==> config.mk <==
export PLATFORM = sky130hd
export DESIGN_NAME = rtc_modulo_counter
export DESIGN_NICKNAME = d
export VERILOG_FILES = /design/src/rtl/rtc_pkg.sv /design/src/rtl/rtc_divider_lut.sv /design/src/rtl/rtc_modulo_counter.sv
export SDC_FILE = /design/constraint.sdc
export NUM_CORES = 1
export LEC_CHECK = 0
export ABC_AREA = 1
export BUFFER_PORTS_ARGS = -buffer_cell sky130_fd_sc_hd__buf_2
export CORE_UTILIZATION = 59
export CTS_CLUSTER_SIZE = 10
export DETAILED_ROUTE_END_ITERATION = 10
export PLACE_DENSITY = 0.81
export SYNTH_ARGS = -nofsm -noshare
export SYNTH_HDL_FRONTEND = slang
export SYNTH_SLANG_ARGS = --single-unit
==> constraint.sdc <==
create_clock -name CLK_SYS_I -period 3.31 [get_ports CLK_SYS_I]
set_input_delay 0.662 -clock CLK_SYS_I [delete_from_list [all_inputs] [get_ports CLK_SYS_I]]
set_output_delay 0.662 -clock CLK_SYS_I [all_outputs]
set_load 0.005 [all_outputs]
==> src/rtl/rtc_pkg.sv <==
// constants for the real-time modulo counter
package rtc_pkg;
  localparam logic [1:0] SRC_LPO = 2'h0;
  localparam logic [1:0] SRC_EXT = 2'h1;
  localparam logic [3:0] PS_OFF = 4'h0;
  localparam logic [3:0] PS_RESET = 4'h0;
  localparam logic [1:0] CLKS_RESET = 2'h0;
  localparam logic [7:0] MOD_RESET = 8'h00;
  localparam logic [7:0] CNT_RESET = 8'h00;
  localparam int PRE_W = 18;
  localparam logic [PRE_W-1:0] PRE_ZERO = 18'h00000;
  localparam logic [PRE_W-1:0] PRE_ONE = 18'h00001;
  // status_control bit positions
  localparam int SC_FLAG_BIT = 7;
  localparam int SC_CLKS_LSB = 5;
  localparam int SC_IE_BIT = 4;
  localparam int SC_PS_LSB = 0;
endpackage

==> src/rtl/rtc_divider_lut.sv <==
`timescale 1ns/1ps
`default_nettype none
// prescaler divide-ratio lookup
module rtc_divider_lut (
  input wire logic [3:0] ps_i,
  input wire logic clks0_i,
  output logic [rtc_pkg::PRE_W-1:0] ratio_o
);
  always_comb begin
    ratio_o = rtc_pkg::PRE_ONE;
    if (!clks0_i) begin
      case (ps_i)
        4'h1: ratio_o = 18'h00008;
        4'h2: ratio_o = 18'h00020;
        4'h3: ratio_o = 18'h00040;
        4'h4: ratio_o = 18'h00080;
        4'h5: ratio_o = 18'h00100;
        4'h6: ratio_o = 18'h00200;
        4'h7: ratio_o = 18'h00400;
        4'h8: ratio_o = 18'h00001;
        4'h9: ratio_o = 18'h00002;
        4'hA: ratio_o = 18'h00004;
        4'hB: ratio_o = 18'h0000A;
        4'hC: ratio_o = 18'h00010;
        4'hD: ratio_o = 18'h00064;
        4'hE: ratio_o = 18'h001F4;
        4'hF: ratio_o = 18'h003E8;
        default: ratio_o = rtc_pkg::PRE_ONE;
      endcase
    end else begin
      case (ps_i)
        4'h1: ratio_o = 18'h00400;
        4'h2: ratio_o = 18'h00800;
        4'h3: ratio_o = 18'h01000;
        4'h4: ratio_o = 18'h02000;
        4'h5: ratio_o = 18'h04000;
        4'h6: ratio_o = 18'h08000;
        4'h7: ratio_o = 18'h10000;
        4'h8: ratio_o = 18'h003E8;
        4'h9: ratio_o = 18'h007D0;
        4'hA: ratio_o = 18'h01388;
        4'hB: ratio_o = 18'h02710;
        4'hC: ratio_o = 18'h04E20;
        4'hD: ratio_o = 18'h0C350;
        4'hE: ratio_o = 18'h186A0;
        4'hF: ratio_o = 18'h30D40;
        default: ratio_o = rtc_pkg::PRE_ONE;
      endcase
    end
  end
endmodule
`default_nettype wire

==> src/rtl/rtc_modulo_counter.sv <==
`timescale 1ns/1ps
`default_nettype none
// real-time modulo counter with selectable source and prescaler
//
// Overview of operation
// - reset stops counter at zero, clears modulo, prescaler off
// - low-power oscillator is the default source after reset
// - prescale code zero keeps prescaler off; nonzero code starts it
// - source code 00 oscillator, 01 external, 1x internal reference
// - writing a different source code clears prescaler and counter
// - prescaler period follows prescale code and selected source
// - writing a different prescale code clears prescaler and counter
// - any 8-bit modulo value from 00 to FF accepted
// - counter steps once per prescaler period, wraps after modulo value
// - match flag sets on step from modulo value to zero
// - any modulo write clears prescaler and counter
// - interrupt request while flag and enable both set
// - software clears flag and request by writing one to flag bit
// - 8-bit count readable by software
// - writing zero to flag has no effect; reset clears control fields
// - modulo zero sets flag on every prescaler output period
// - count is read-only; writes do not affect it
// - divide ratios per code and low source-select bit
module rtc_modulo_counter (
  input wire logic CLK_SYS_I,
  input wire logic RST_N_I,
  input wire logic LOW_POWER_OSC_CLOCK_I,
  input wire logic EXTERNAL_REF_CLOCK_I,
  input wire logic INTERNAL_REF_CLOCK_I,
  input wire logic CTRL_WR_I,
  input wire logic [7:0] CTRL_WDATA_I,
  input wire logic MOD_WR_I,
  input wire logic [7:0] MOD_WDATA_I,
  output logic [7:0] STATUS_CONTROL_O,
  output logic [7:0] COUNT_VALUE_O,
  output logic [7:0] MODULO_VALUE_O,
  output logic MATCH_FLAG_O,
  output logic IRQ_O
);
  typedef enum logic {ST_STOPPED, ST_RUNNING} run_state_type;

  logic [1:0] clock_source_select_q;
  logic [3:0] prescale_select_q;
  logic match_irq_enable_q;
  logic match_flag_q;
  logic [7:0] modulo_value_q;
  logic [7:0] count_value_q;
  logic [rtc_pkg::PRE_W-1:0] pre_q;
  logic [rtc_pkg::PRE_W-1:0] ratio;
  logic [rtc_pkg::PRE_W-1:0] ratio_last;
  logic [2:0] src_pins;
  logic [2:0] src_prev_q;
  logic [2:0] src_rises;
  logic src_rise;
  logic pre_tick;
  logic clks_change;
  logic ps_change;
  logic restart;
  logic hold_clear;
  logic wrap;
  logic flag_clear_req;
  logic [7:0] status_word;
  run_state_type state_q;
  logic [1:0] new_clks;
  logic [3:0] new_ps;

  // prescale code zero means off; shared by the run state and the tick
  function automatic logic ps_on(input logic [3:0] ps);
    ps_on = (ps != rtc_pkg::PS_OFF);
  endfunction

  assign new_clks = CTRL_WDATA_I[rtc_pkg::SC_CLKS_LSB +: 2];
  assign new_ps = CTRL_WDATA_I[rtc_pkg::SC_PS_LSB +: 4];
  assign src_pins = {INTERNAL_REF_CLOCK_I, EXTERNAL_REF_CLOCK_I,
    LOW_POWER_OSC_CLOCK_I};

  // sources are sampled as synchronous levels, one history bit per pin;
  // a shared history would turn a source switch into a false edge
  always_ff @(posedge CLK_SYS_I or negedge RST_N_I) begin
    if (!RST_N_I) begin
      src_prev_q <= 3'h0;
    end else begin
      src_prev_q <= src_pins;
    end
  end
  assign src_rises = src_pins & ~src_prev_q;

  always_comb begin
    case (clock_source_select_q)
      rtc_pkg::SRC_LPO: src_rise = src_rises[0];
      rtc_pkg::SRC_EXT: src_rise = src_rises[1];
      default: src_rise = src_rises[2];
    endcase
  end

  rtc_divider_lut u_lut (
    .ps_i(prescale_select_q),
    .clks0_i(clock_source_select_q[0]),
    .ratio_o(ratio)
  );
  assign ratio_last = ratio - rtc_pkg::PRE_ONE;

  // a source edge in a restart cycle is dropped, so the first period
  // after a restart is always a full one
  assign clks_change = CTRL_WR_I && (new_clks != clock_source_select_q);
  assign ps_change = CTRL_WR_I && (new_ps != prescale_select_q);
  assign restart = MOD_WR_I | clks_change | ps_change;
  assign hold_clear = restart || (state_q != ST_RUNNING);

  always_ff @(posedge CLK_SYS_I or negedge RST_N_I) begin
    if (!RST_N_I) begin
      clock_source_select_q <= rtc_pkg::CLKS_RESET;
    end else if (CTRL_WR_I) begin
      clock_source_select_q <= new_clks;
    end
  end

  always_ff @(posedge CLK_SYS_I or negedge RST_N_I) begin
    if (!RST_N_I) begin
      prescale_select_q <= rtc_pkg::PS_RESET;
    end else if (CTRL_WR_I) begin
      prescale_select_q <= new_ps;
    end
  end

  // enable-only writes touch no timing state
  always_ff @(posedge CLK_SYS_I or negedge RST_N_I) begin
    if (!RST_N_I) begin
      match_irq_enable_q <= 1'b0;
    end else if (CTRL_WR_I) begin
      match_irq_enable_q <= CTRL_WDATA_I[rtc_pkg::SC_IE_BIT];
    end
  end

  // any modulo write restarts, even one of the same value
  always_ff @(posedge CLK_SYS_I or negedge RST_N_I) begin
    if (!RST_N_I) begin
      modulo_value_q <= rtc_pkg::MOD_RESET;
    end else if (MOD_WR_I) begin
      modulo_value_q <= MOD_WDATA_I;
    end
  end

  // running starts one cycle after a nonzero code lands
  always_ff @(posedge CLK_SYS_I or negedge RST_N_I) begin
    if (!RST_N_I) begin
      state_q <= ST_STOPPED;
    end else begin
      case (state_q)
        ST_STOPPED: if (ps_on(prescale_select_q)) begin
          state_q <= ST_RUNNING;
        end
        ST_RUNNING: if (!ps_on(prescale_select_q)) begin
          state_q <= ST_STOPPED;
        end
        default: state_q <= ST_STOPPED;
      endcase
    end
  end

  // the state flop lags the code by a cycle, so the code is checked too
  assign pre_tick = (state_q == ST_RUNNING) && ps_on(prescale_select_q)
    && !restart && src_rise && (pre_q == ratio_last);

  always_ff @(posedge CLK_SYS_I or negedge RST_N_I) begin
    if (!RST_N_I) begin
      pre_q <= rtc_pkg::PRE_ZERO;
    end else if (hold_clear) begin
      pre_q <= rtc_pkg::PRE_ZERO;
    end else if (pre_tick) begin
      pre_q <= rtc_pkg::PRE_ZERO;
    end else if (src_rise) begin
      pre_q <= pre_q + rtc_pkg::PRE_ONE;
    end
  end

  // with modulo zero every tick is a wrap
  assign wrap = pre_tick && (count_value_q == modulo_value_q);

  // no write port exists for the count
  always_ff @(posedge CLK_SYS_I or negedge RST_N_I) begin
    if (!RST_N_I) begin
      count_value_q <= rtc_pkg::CNT_RESET;
    end else if (hold_clear) begin
      count_value_q <= rtc_pkg::CNT_RESET;
    end else if (wrap) begin
      count_value_q <= rtc_pkg::CNT_RESET;
    end else if (pre_tick) begin
      count_value_q <= count_value_q + 8'h01;
    end
  end

  assign flag_clear_req = CTRL_WR_I
    && CTRL_WDATA_I[rtc_pkg::SC_FLAG_BIT];

  // set beats clear so a wrap landing on the clearing write is not lost
  always_ff @(posedge CLK_SYS_I or negedge RST_N_I) begin
    if (!RST_N_I) begin
      match_flag_q <= 1'b0;
    end else if (wrap) begin
      match_flag_q <= 1'b1;
    end else if (flag_clear_req) begin
      match_flag_q <= 1'b0;
    end
  end

  always_comb begin
    status_word = 8'h00;
    status_word[rtc_pkg::SC_FLAG_BIT] = match_flag_q;
    status_word[rtc_pkg::SC_CLKS_LSB +: 2] = clock_source_select_q;
    status_word[rtc_pkg::SC_IE_BIT] = match_irq_enable_q;
    status_word[rtc_pkg::SC_PS_LSB +: 4] = prescale_select_q;
  end

  assign STATUS_CONTROL_O = status_word;
  assign COUNT_VALUE_O = count_value_q;
  assign MODULO_VALUE_O = modulo_value_q;
  assign MATCH_FLAG_O = match_flag_q;
  assign IRQ_O = match_flag_q & match_irq_enable_q;
endmodule
`default_nettype wire

# Word-level counts from Yosys, hierarchy flattened
# Memory sizes are Yosys's and may differ from the RTL's.
# Index checks and enable logic that the tools add are counted.
dict set report totals {
  output_inout_bits 26
  memories 2
  reg_bits 46
  word_cells 51
  rom_bits 432
  input_bits 23
}
dict set report op_classes {
  bitwise_logic 6
  mux 11
  n_reduce_logical 15
  addsub 3
  eq_ne 5
}
# name depth word_bits rd rd_clocked_by_memory_dff wr line
set mem_list {}
lappend mem_list {{(name not given)} 16 16 1 0 0 rtc_divider_lut.sv:31} ;# case (ps_i)
lappend mem_list {{(name not given)} 16 11 1 0 0 rtc_divider_lut.sv:12} ;# case (ps_i)
# cell count
set op_table {}
lappend op_table {{$mux W18} 4}
lappend op_table {{$mux W8} 3}
lappend op_table {{$add A18 B1 Y18 const B} 1}
lappend op_table {{$eq A18 B18 Y1} 1}
lappend op_table {{$sub A18 B1 Y18 const B} 1}
lappend op_table {{$add A8 B1 Y8 const B} 1}
lappend op_table {{$eq A8 B8 Y1} 1}
lappend op_table {{$logic_and A1 B1 Y1} 8}
lappend op_table {{$reduce_bool A3 Y1} 2}
lappend op_table {{$ne A4 B4 Y1} 1}
lappend op_table {{$reduce_bool A4 Y1} 1}
lappend op_table {{$and A3 B3 Y3} 1}
lappend op_table {{$mux W1} 3}
lappend op_table {{$not A3 Y3} 1}
lappend op_table {{$eq A2 B1 Y1 const B} 1}
lappend op_table {{$logic_not A2 Y1} 1}
lappend op_table {{$ne A2 B2 Y1} 1}
lappend op_table {{$or A1 B1 Y1} 2}
lappend op_table {{$pmux W1 S2} 1}
lappend op_table {{$reduce_bool A2 Y1} 1}
lappend op_table {{$and A1 B1 Y1} 1}
lappend op_table {{$logic_not A1 Y1} 1}
lappend op_table {{$logic_or A1 B1 Y1} 1}
lappend op_table {{$not A1 Y1} 1}

# Depth between registers and ports, before layout
dict set report logic_depth {
  word_depth 11
  depth_mapped 21
}

# Hierarchy
# From an unflattened synthesis, not the netlist that was laid out.
dict set report unflattened {
  hier_cells 611
  hier_area_um2 3942.5
}
# mod area_each_um2 instances cells_each
set modules_own_cells {}
lappend modules_own_cells {rtc_modulo_counter 3490.8 1 527}
lappend modules_own_cells {rtc_divider_lut 451.7 1 84}

# Least setup slack after synthesis
# OpenSTA, ideal clock, no wires.
dict set report synth_path {
  kind {register to register}
  startpoint {reg prescale_select_q[1]}
  endpoint {reg pre_q[14] in the netlist's numbering}
  path_stages_with_launch 18
  setup_ps 119
  required_ps 3191
  t_arrival_ps 2511
  setup_slack_ps 680
  cell_sequence {dfrtp_1 inv_1 ha_1 nand3_1 ha_1 xor2_1 nand4_1 nor2_1 nand3_1 nor2_1 nand2_1 nor2_2 nand2_2 nor2_8 nand2_2 nand2_4 buf_8 nor2_1}
}
dict set report synth_between {
  elab_chain_cells 9
  word_cells_on_any_way 18
  classes_between {1 x add/sub; 2 x eq/ne; 3 x mux; 1 x bitwise; 9 x reduce/logical; 2 x memory}
}
# element line
set synth_rtl {}
lappend synth_rtl {{start: declaration} rtc_modulo_counter.sv:43} ;# logic [3:0] prescale_select_q;
lappend synth_rtl {{start signal: assignment} rtc_modulo_counter.sv:120} ;# prescale_select_q <= rtc_pkg::PS_RESET;
lappend synth_rtl {{start signal: assignment} rtc_modulo_counter.sv:122} ;# prescale_select_q <= new_ps;
lappend synth_rtl {{parallel branches: the longest is 9 deep, another holds $sub A18 B1 Y18} -}
lappend synth_rtl {{end signal: assignment} rtc_modulo_counter.sv:167} ;# pre_q <= rtc_pkg::PRE_ZERO;
lappend synth_rtl {{end signal: assignment} rtc_modulo_counter.sv:169} ;# pre_q <= rtc_pkg::PRE_ZERO;
lappend synth_rtl {{end signal: assignment} rtc_modulo_counter.sv:171} ;# pre_q <= rtc_pkg::PRE_ZERO;
lappend synth_rtl {{end: declaration} rtc_modulo_counter.sv:48} ;# logic [rtc_pkg::PRE_W-1:0] pre_q;
# Parallel ways; which one is timed is not known.
# A chain may end at the register's enable or synchronous reset.

# Worst setup path in the final report
dict set report layout_path {
  startpoint {reg prescale_select_q[1]}
  endpoint {reg count_value_q[1], in the netlist COUNT_VALUE_O[1]}
}
dict set report layout_between {
  elab_chain_cells 10
  word_cells_on_any_way 19
  classes_between {1 x add/sub; 2 x eq/ne; 3 x mux; 1 x bitwise; 10 x reduce/logical; 2 x memory}
}
# element line
set layout_rtl {}
lappend layout_rtl {{parallel branches: the longest is 10 deep, another holds $sub A18 B1 Y18} -}
lappend layout_rtl {{end signal: assignment} rtc_modulo_counter.sv:183} ;# count_value_q <= rtc_pkg::CNT_RESET;
lappend layout_rtl {{end signal: assignment} rtc_modulo_counter.sv:185} ;# count_value_q <= rtc_pkg::CNT_RESET;
lappend layout_rtl {{end signal: assignment} rtc_modulo_counter.sv:187} ;# count_value_q <= rtc_pkg::CNT_RESET;
lappend layout_rtl {{end: declaration} rtc_modulo_counter.sv:47} ;# logic [7:0] count_value_q;
# Parallel ways; which one is timed is not known.

==> out/results.tsv <==
stage	metric	value	unit
run_status	status	complete, no violations	
sta	final hold vios	0	
floorplanning	Core ar.	6386	um^2
route	DRT Pass-1 Iters	5	
clocking	later-pin clock latency in the skew report	300	ps
worst_setup_path	WS Path Type	flip-flop to flip-flop	
worst_setup_path	max incr delay on CP	470	ps
clocking	Post-CTS Setup Bufs	0	
logic_synthesis	synth warn	0	
sta	post-route clock period utilization	92.27	%
sta	max frequency	0.3274	GHz
logic_synthesis	Syn Std Cell Area	3948	um^2
clocking	clk buf depth	2	
global_route	GRT busiest layer	met2	
route	via count	3865	
clocking	CTS tree	done	
clocking	total CTS buffers	5	
power	switching power	599.5	uW
placement	Port Buffers	48	
worst_setup_path	FF-to-FF setup slack	260	ps
route	DRC	0	
layout	Antenna Cells	0	
floorplanning	chip height	83.80	um
sta	worst clock skew	6.919	ps
global_route	initial antenna violation count	0	
logic_synthesis	share of flip-flops with an asynchronous set or reset	100.0	%
placement	Routability Congestion	0.9971	
worst_setup_path	critical path's top delay family	simple AND/OR/NAND/NOR gates	
flow_run	number of max-cap violations	0	
worst_setup_path	reg-to-reg critical path startpoint	prescale_select_q[1]	
global_route	vias in the first global route	3517	
power	Power Density	369.8	nW/um^2
worst_setup_path	Setup crit start kind	flip-flop	
sta	Setup TNS Final	0	ps
logic_synthesis	FF+latch count, synth	46	
floorplanning	# rows	29	
floorplanning	I/O Pins	49	
worst_setup_path	WP buf/inv	1	
power	clock share of power	26.2	%
global_route	first-pass GRT wire length	15860	um
sta	setup ws final	255.9	ps
clocking	clock sink total	46	
power	switching share of power	37.47	%
logic_synthesis	Avg Cell Area, Syn	6.440	um^2
sta	worst-margin pin slew	1021	ps
worst_setup_path	r2r endpoint	COUNT_VALUE_O[1]	
clocking	H-Tree Depth	2	
floorplanning	Initial Util	61.81	%
power	P_leak	2.373	nW
route	post-route ant nets	0	
logic_synthesis	Mapped Cells	613	
sta	fin. max-slew vios	0	
power	Sequential Power Share	38.9	%
global_route	All-Layer GR Usage	27.63	%
global_route	grt met2 use	45.60	%
worst_setup_path	Critical Path RT	3500	ps
layout	layout cell share with drive strength beyond 1	17.00	%
logic_synthesis	Most used DFF post-synth	dfrtp_1	
global_route	met1 usage	37.52	%
route	vias per cell	5.251	
power	Gate power share	34.9	%
min_path	hold path start	LOW_POWER_OSC_CLOCK_I	
logic_synthesis	Post-synth EDFFs	0	
clocking	post-CTS sizing	0	
logic_synthesis	Synth area leader	dfrtp_1	
worst_setup_path	FF-to-FF path depth	16	
floorplanning	Die Width	83.80	um
power	VDD IR-drop max	0.0003222	V
power	Pint	1.000	mW
layout	Final nets	690	
route	DR iter-0 viols	277	
clocking	# hold bufs at CTS	0	
logic_synthesis	top post-synthesis cells by area	dfrtp_1, nand2_1, inv_1	
logic_synthesis	Seq/Total Area, Yosys	29.16	%
worst_setup_path	worst-path cell chain	inv_1, ha_1, nand3_1, ha_1, xor2_1, nand4_1, nor2_1, nand3_1, nor2_1, nand2_1, nor2_2, nand2_2, nor2_8, nand2_2, nand2_4, o21ai_0	
sta	min Tclk post-route	3054	ps
sta	relative slew slack	31.90	%
route	WL per Instance	12.57	um
logic_synthesis	Net Count, Synth	645	
worst_setup_path	Crit Path Max Fanout	14	
global_route	grt met3 use	3.363	%
placement	HPWL Detailed	7428	um
route	DRT Wirelength	9249	um
clocking	Root Buffer	clkbuf_8	
sta	final setup fails	0	
floorplanning	die area	7022	um^2
worst_setup_path	critical path endpoint category	flip-flop	
min_path	Hold Path End	src_prev_q[0]	
logic_synthesis	share of the synthesized area in the top cell type	29.16	%
worst_setup_path	CP max stage cell	dfrtp_1	
min_path	Hold Path Depth	1	
sta	unrepaired setup endpoints after global routing	no	
clocking	clk slew on worst S/H paths	90	ps
layout	layout overhead on the synthesized area	9.604	%
worst_setup_path	Worst EP arrival	3250	ps
global_route	largest net degree at the start of global routing	47	
min_path	Hold WC Path Type	primary input to flip-flop	
placement	Post-Place Worst Slack	293.0	ps
logic_synthesis	Netlist cell types	34	
global_route	gr ovfl total	0	
flip-flops by register name, summed over array words and instances (netlist names):
signal,cells
pre_q,18
match_irq_enable_q,1
COUNT_VALUE_O,8
MODULO_VALUE_O,8
state_q,1
prescale_select_q,4
clock_source_select_q,2
src_prev_q,3
MATCH_FLAG_O,1
Yosys cell counts, types with 3 or more instances:
cell,count
nor4_1,3
nand2_1,207
nand3_1,45
nand2_4,4
a21oi_1,8
buf_4,5
nand3b_1,4
inv_1,78
nand3_2,4
nor3_1,11
nand4_1,10
inv_2,12
o21ai_0,23
o21ai_1,7
xor2_1,22
nor2_4,3
clkbuf_1,3
ha_1,9
nor2_2,6
nand2_2,16
nor2_1,62
dfrtp_1,46
xnor2_1,8
area by class of cell:
type,instances,area (um^2)
tap,77,96.34
clock inverter,3,43.79
multi-input combinational,464,2367
sequential,46,1151
clock buffer,5,68.82
fill,585,2059
inverter,91,344.1
timing repair buffer,50,255.2
metrics by stage:
step	area, um^2	utilization [%]	power (mW)	instances	hold slack (ps)
after floorplan	3948	-	1.060	613	366.4
after global placement	4214	65.99	1.176	728	497.3
after global routing	4327	67.75	1.715	736	467.3
after CTS	4327	67.75	1.601	736	479.8
after detailed placement	4214	65.99	1.187	728	495.3
final	4327	67.75	1.600	736	479.6
metal layers:
layer	wire [um]	vias up
met4	265	0
met1	4183	1722
li1	-	1994
met5	0	-
met3	459	20
met2	4339	129
worst register-to-register path: stages, from the launching register on:
cell	delay [ps]
dfrtp_1	470
inv_1	220
ha_1	330
nand3_1	170
ha_1	330
xor2_1	160
nand4_1	110
nor2_1	140
nand3_1	110
nor2_1	120
nand2_1	70
nor2_2	120
nand2_2	90
nor2_8	150
nand2_2	100
nand2_4	170
o21ai_0	100
worst max-delay path by stage:
| stage | startpoint | end | slack (ps) | cells past startpoint |
|---|---|---|---|---|
| finish | prescale_select_q[1] | COUNT_VALUE_O[1] | 260 | 16 |
| global route | prescale_select_q[1] | COUNT_VALUE_O[0] | 1 | 17 |
| CTS | prescale_select_q[1] | COUNT_VALUE_O[1] | 290 | 16 |
| detailed placement | prescale_select_q[1] | COUNT_VALUE_O[1] | 290 | 16 |
| global placement | prescale_select_q[1] | COUNT_VALUE_O[1] | 430 | 16 |
| floorplan | prescale_select_q[1] | pre_q[14] | 680 | 17 |
cell usage in the layout, fill, tap and decap left out, types with 9 or more instances in the layout:
cell / count
buf_2: 48
dfrtp_1: 46
ha_1: 9
inv_1: 78
inv_2: 12
nand2_1: 207
nand2_2: 16
nand3_1: 45
nand4_1: 10
nor2_1: 62
nor3_1: 11
o21ai_0: 23
xor2_1: 22
power by group through the flow:
stage                     registers, mW  clock network, mW  logic [mW]
final                             0.623              0.419       0.558
after global routing              0.628              0.450       0.637
after CTS                         0.622              0.423       0.556
after detailed placement          0.633                  0       0.554
after global placement            0.633                  0       0.543
after floorplan                   0.623                  0       0.436
cells by family (layout without fill, tap and decap cells):
group / count (synthesis) / count (layout) / share of synthesized area [%]
simple gates: 379 / 379 / 43.39
buf+inv: 103 / 149 / 10.87
flops: 46 / 46 / 29.16
compound gates: 45 / 45 / 6.783
xor+xnor: 30 / 30 / 6.656
fa+ha+maj: 9 / 9 / 2.853
mux: 1 / 1 / 0.2852
Note: power is estimated with default switching activity, not from simulation.
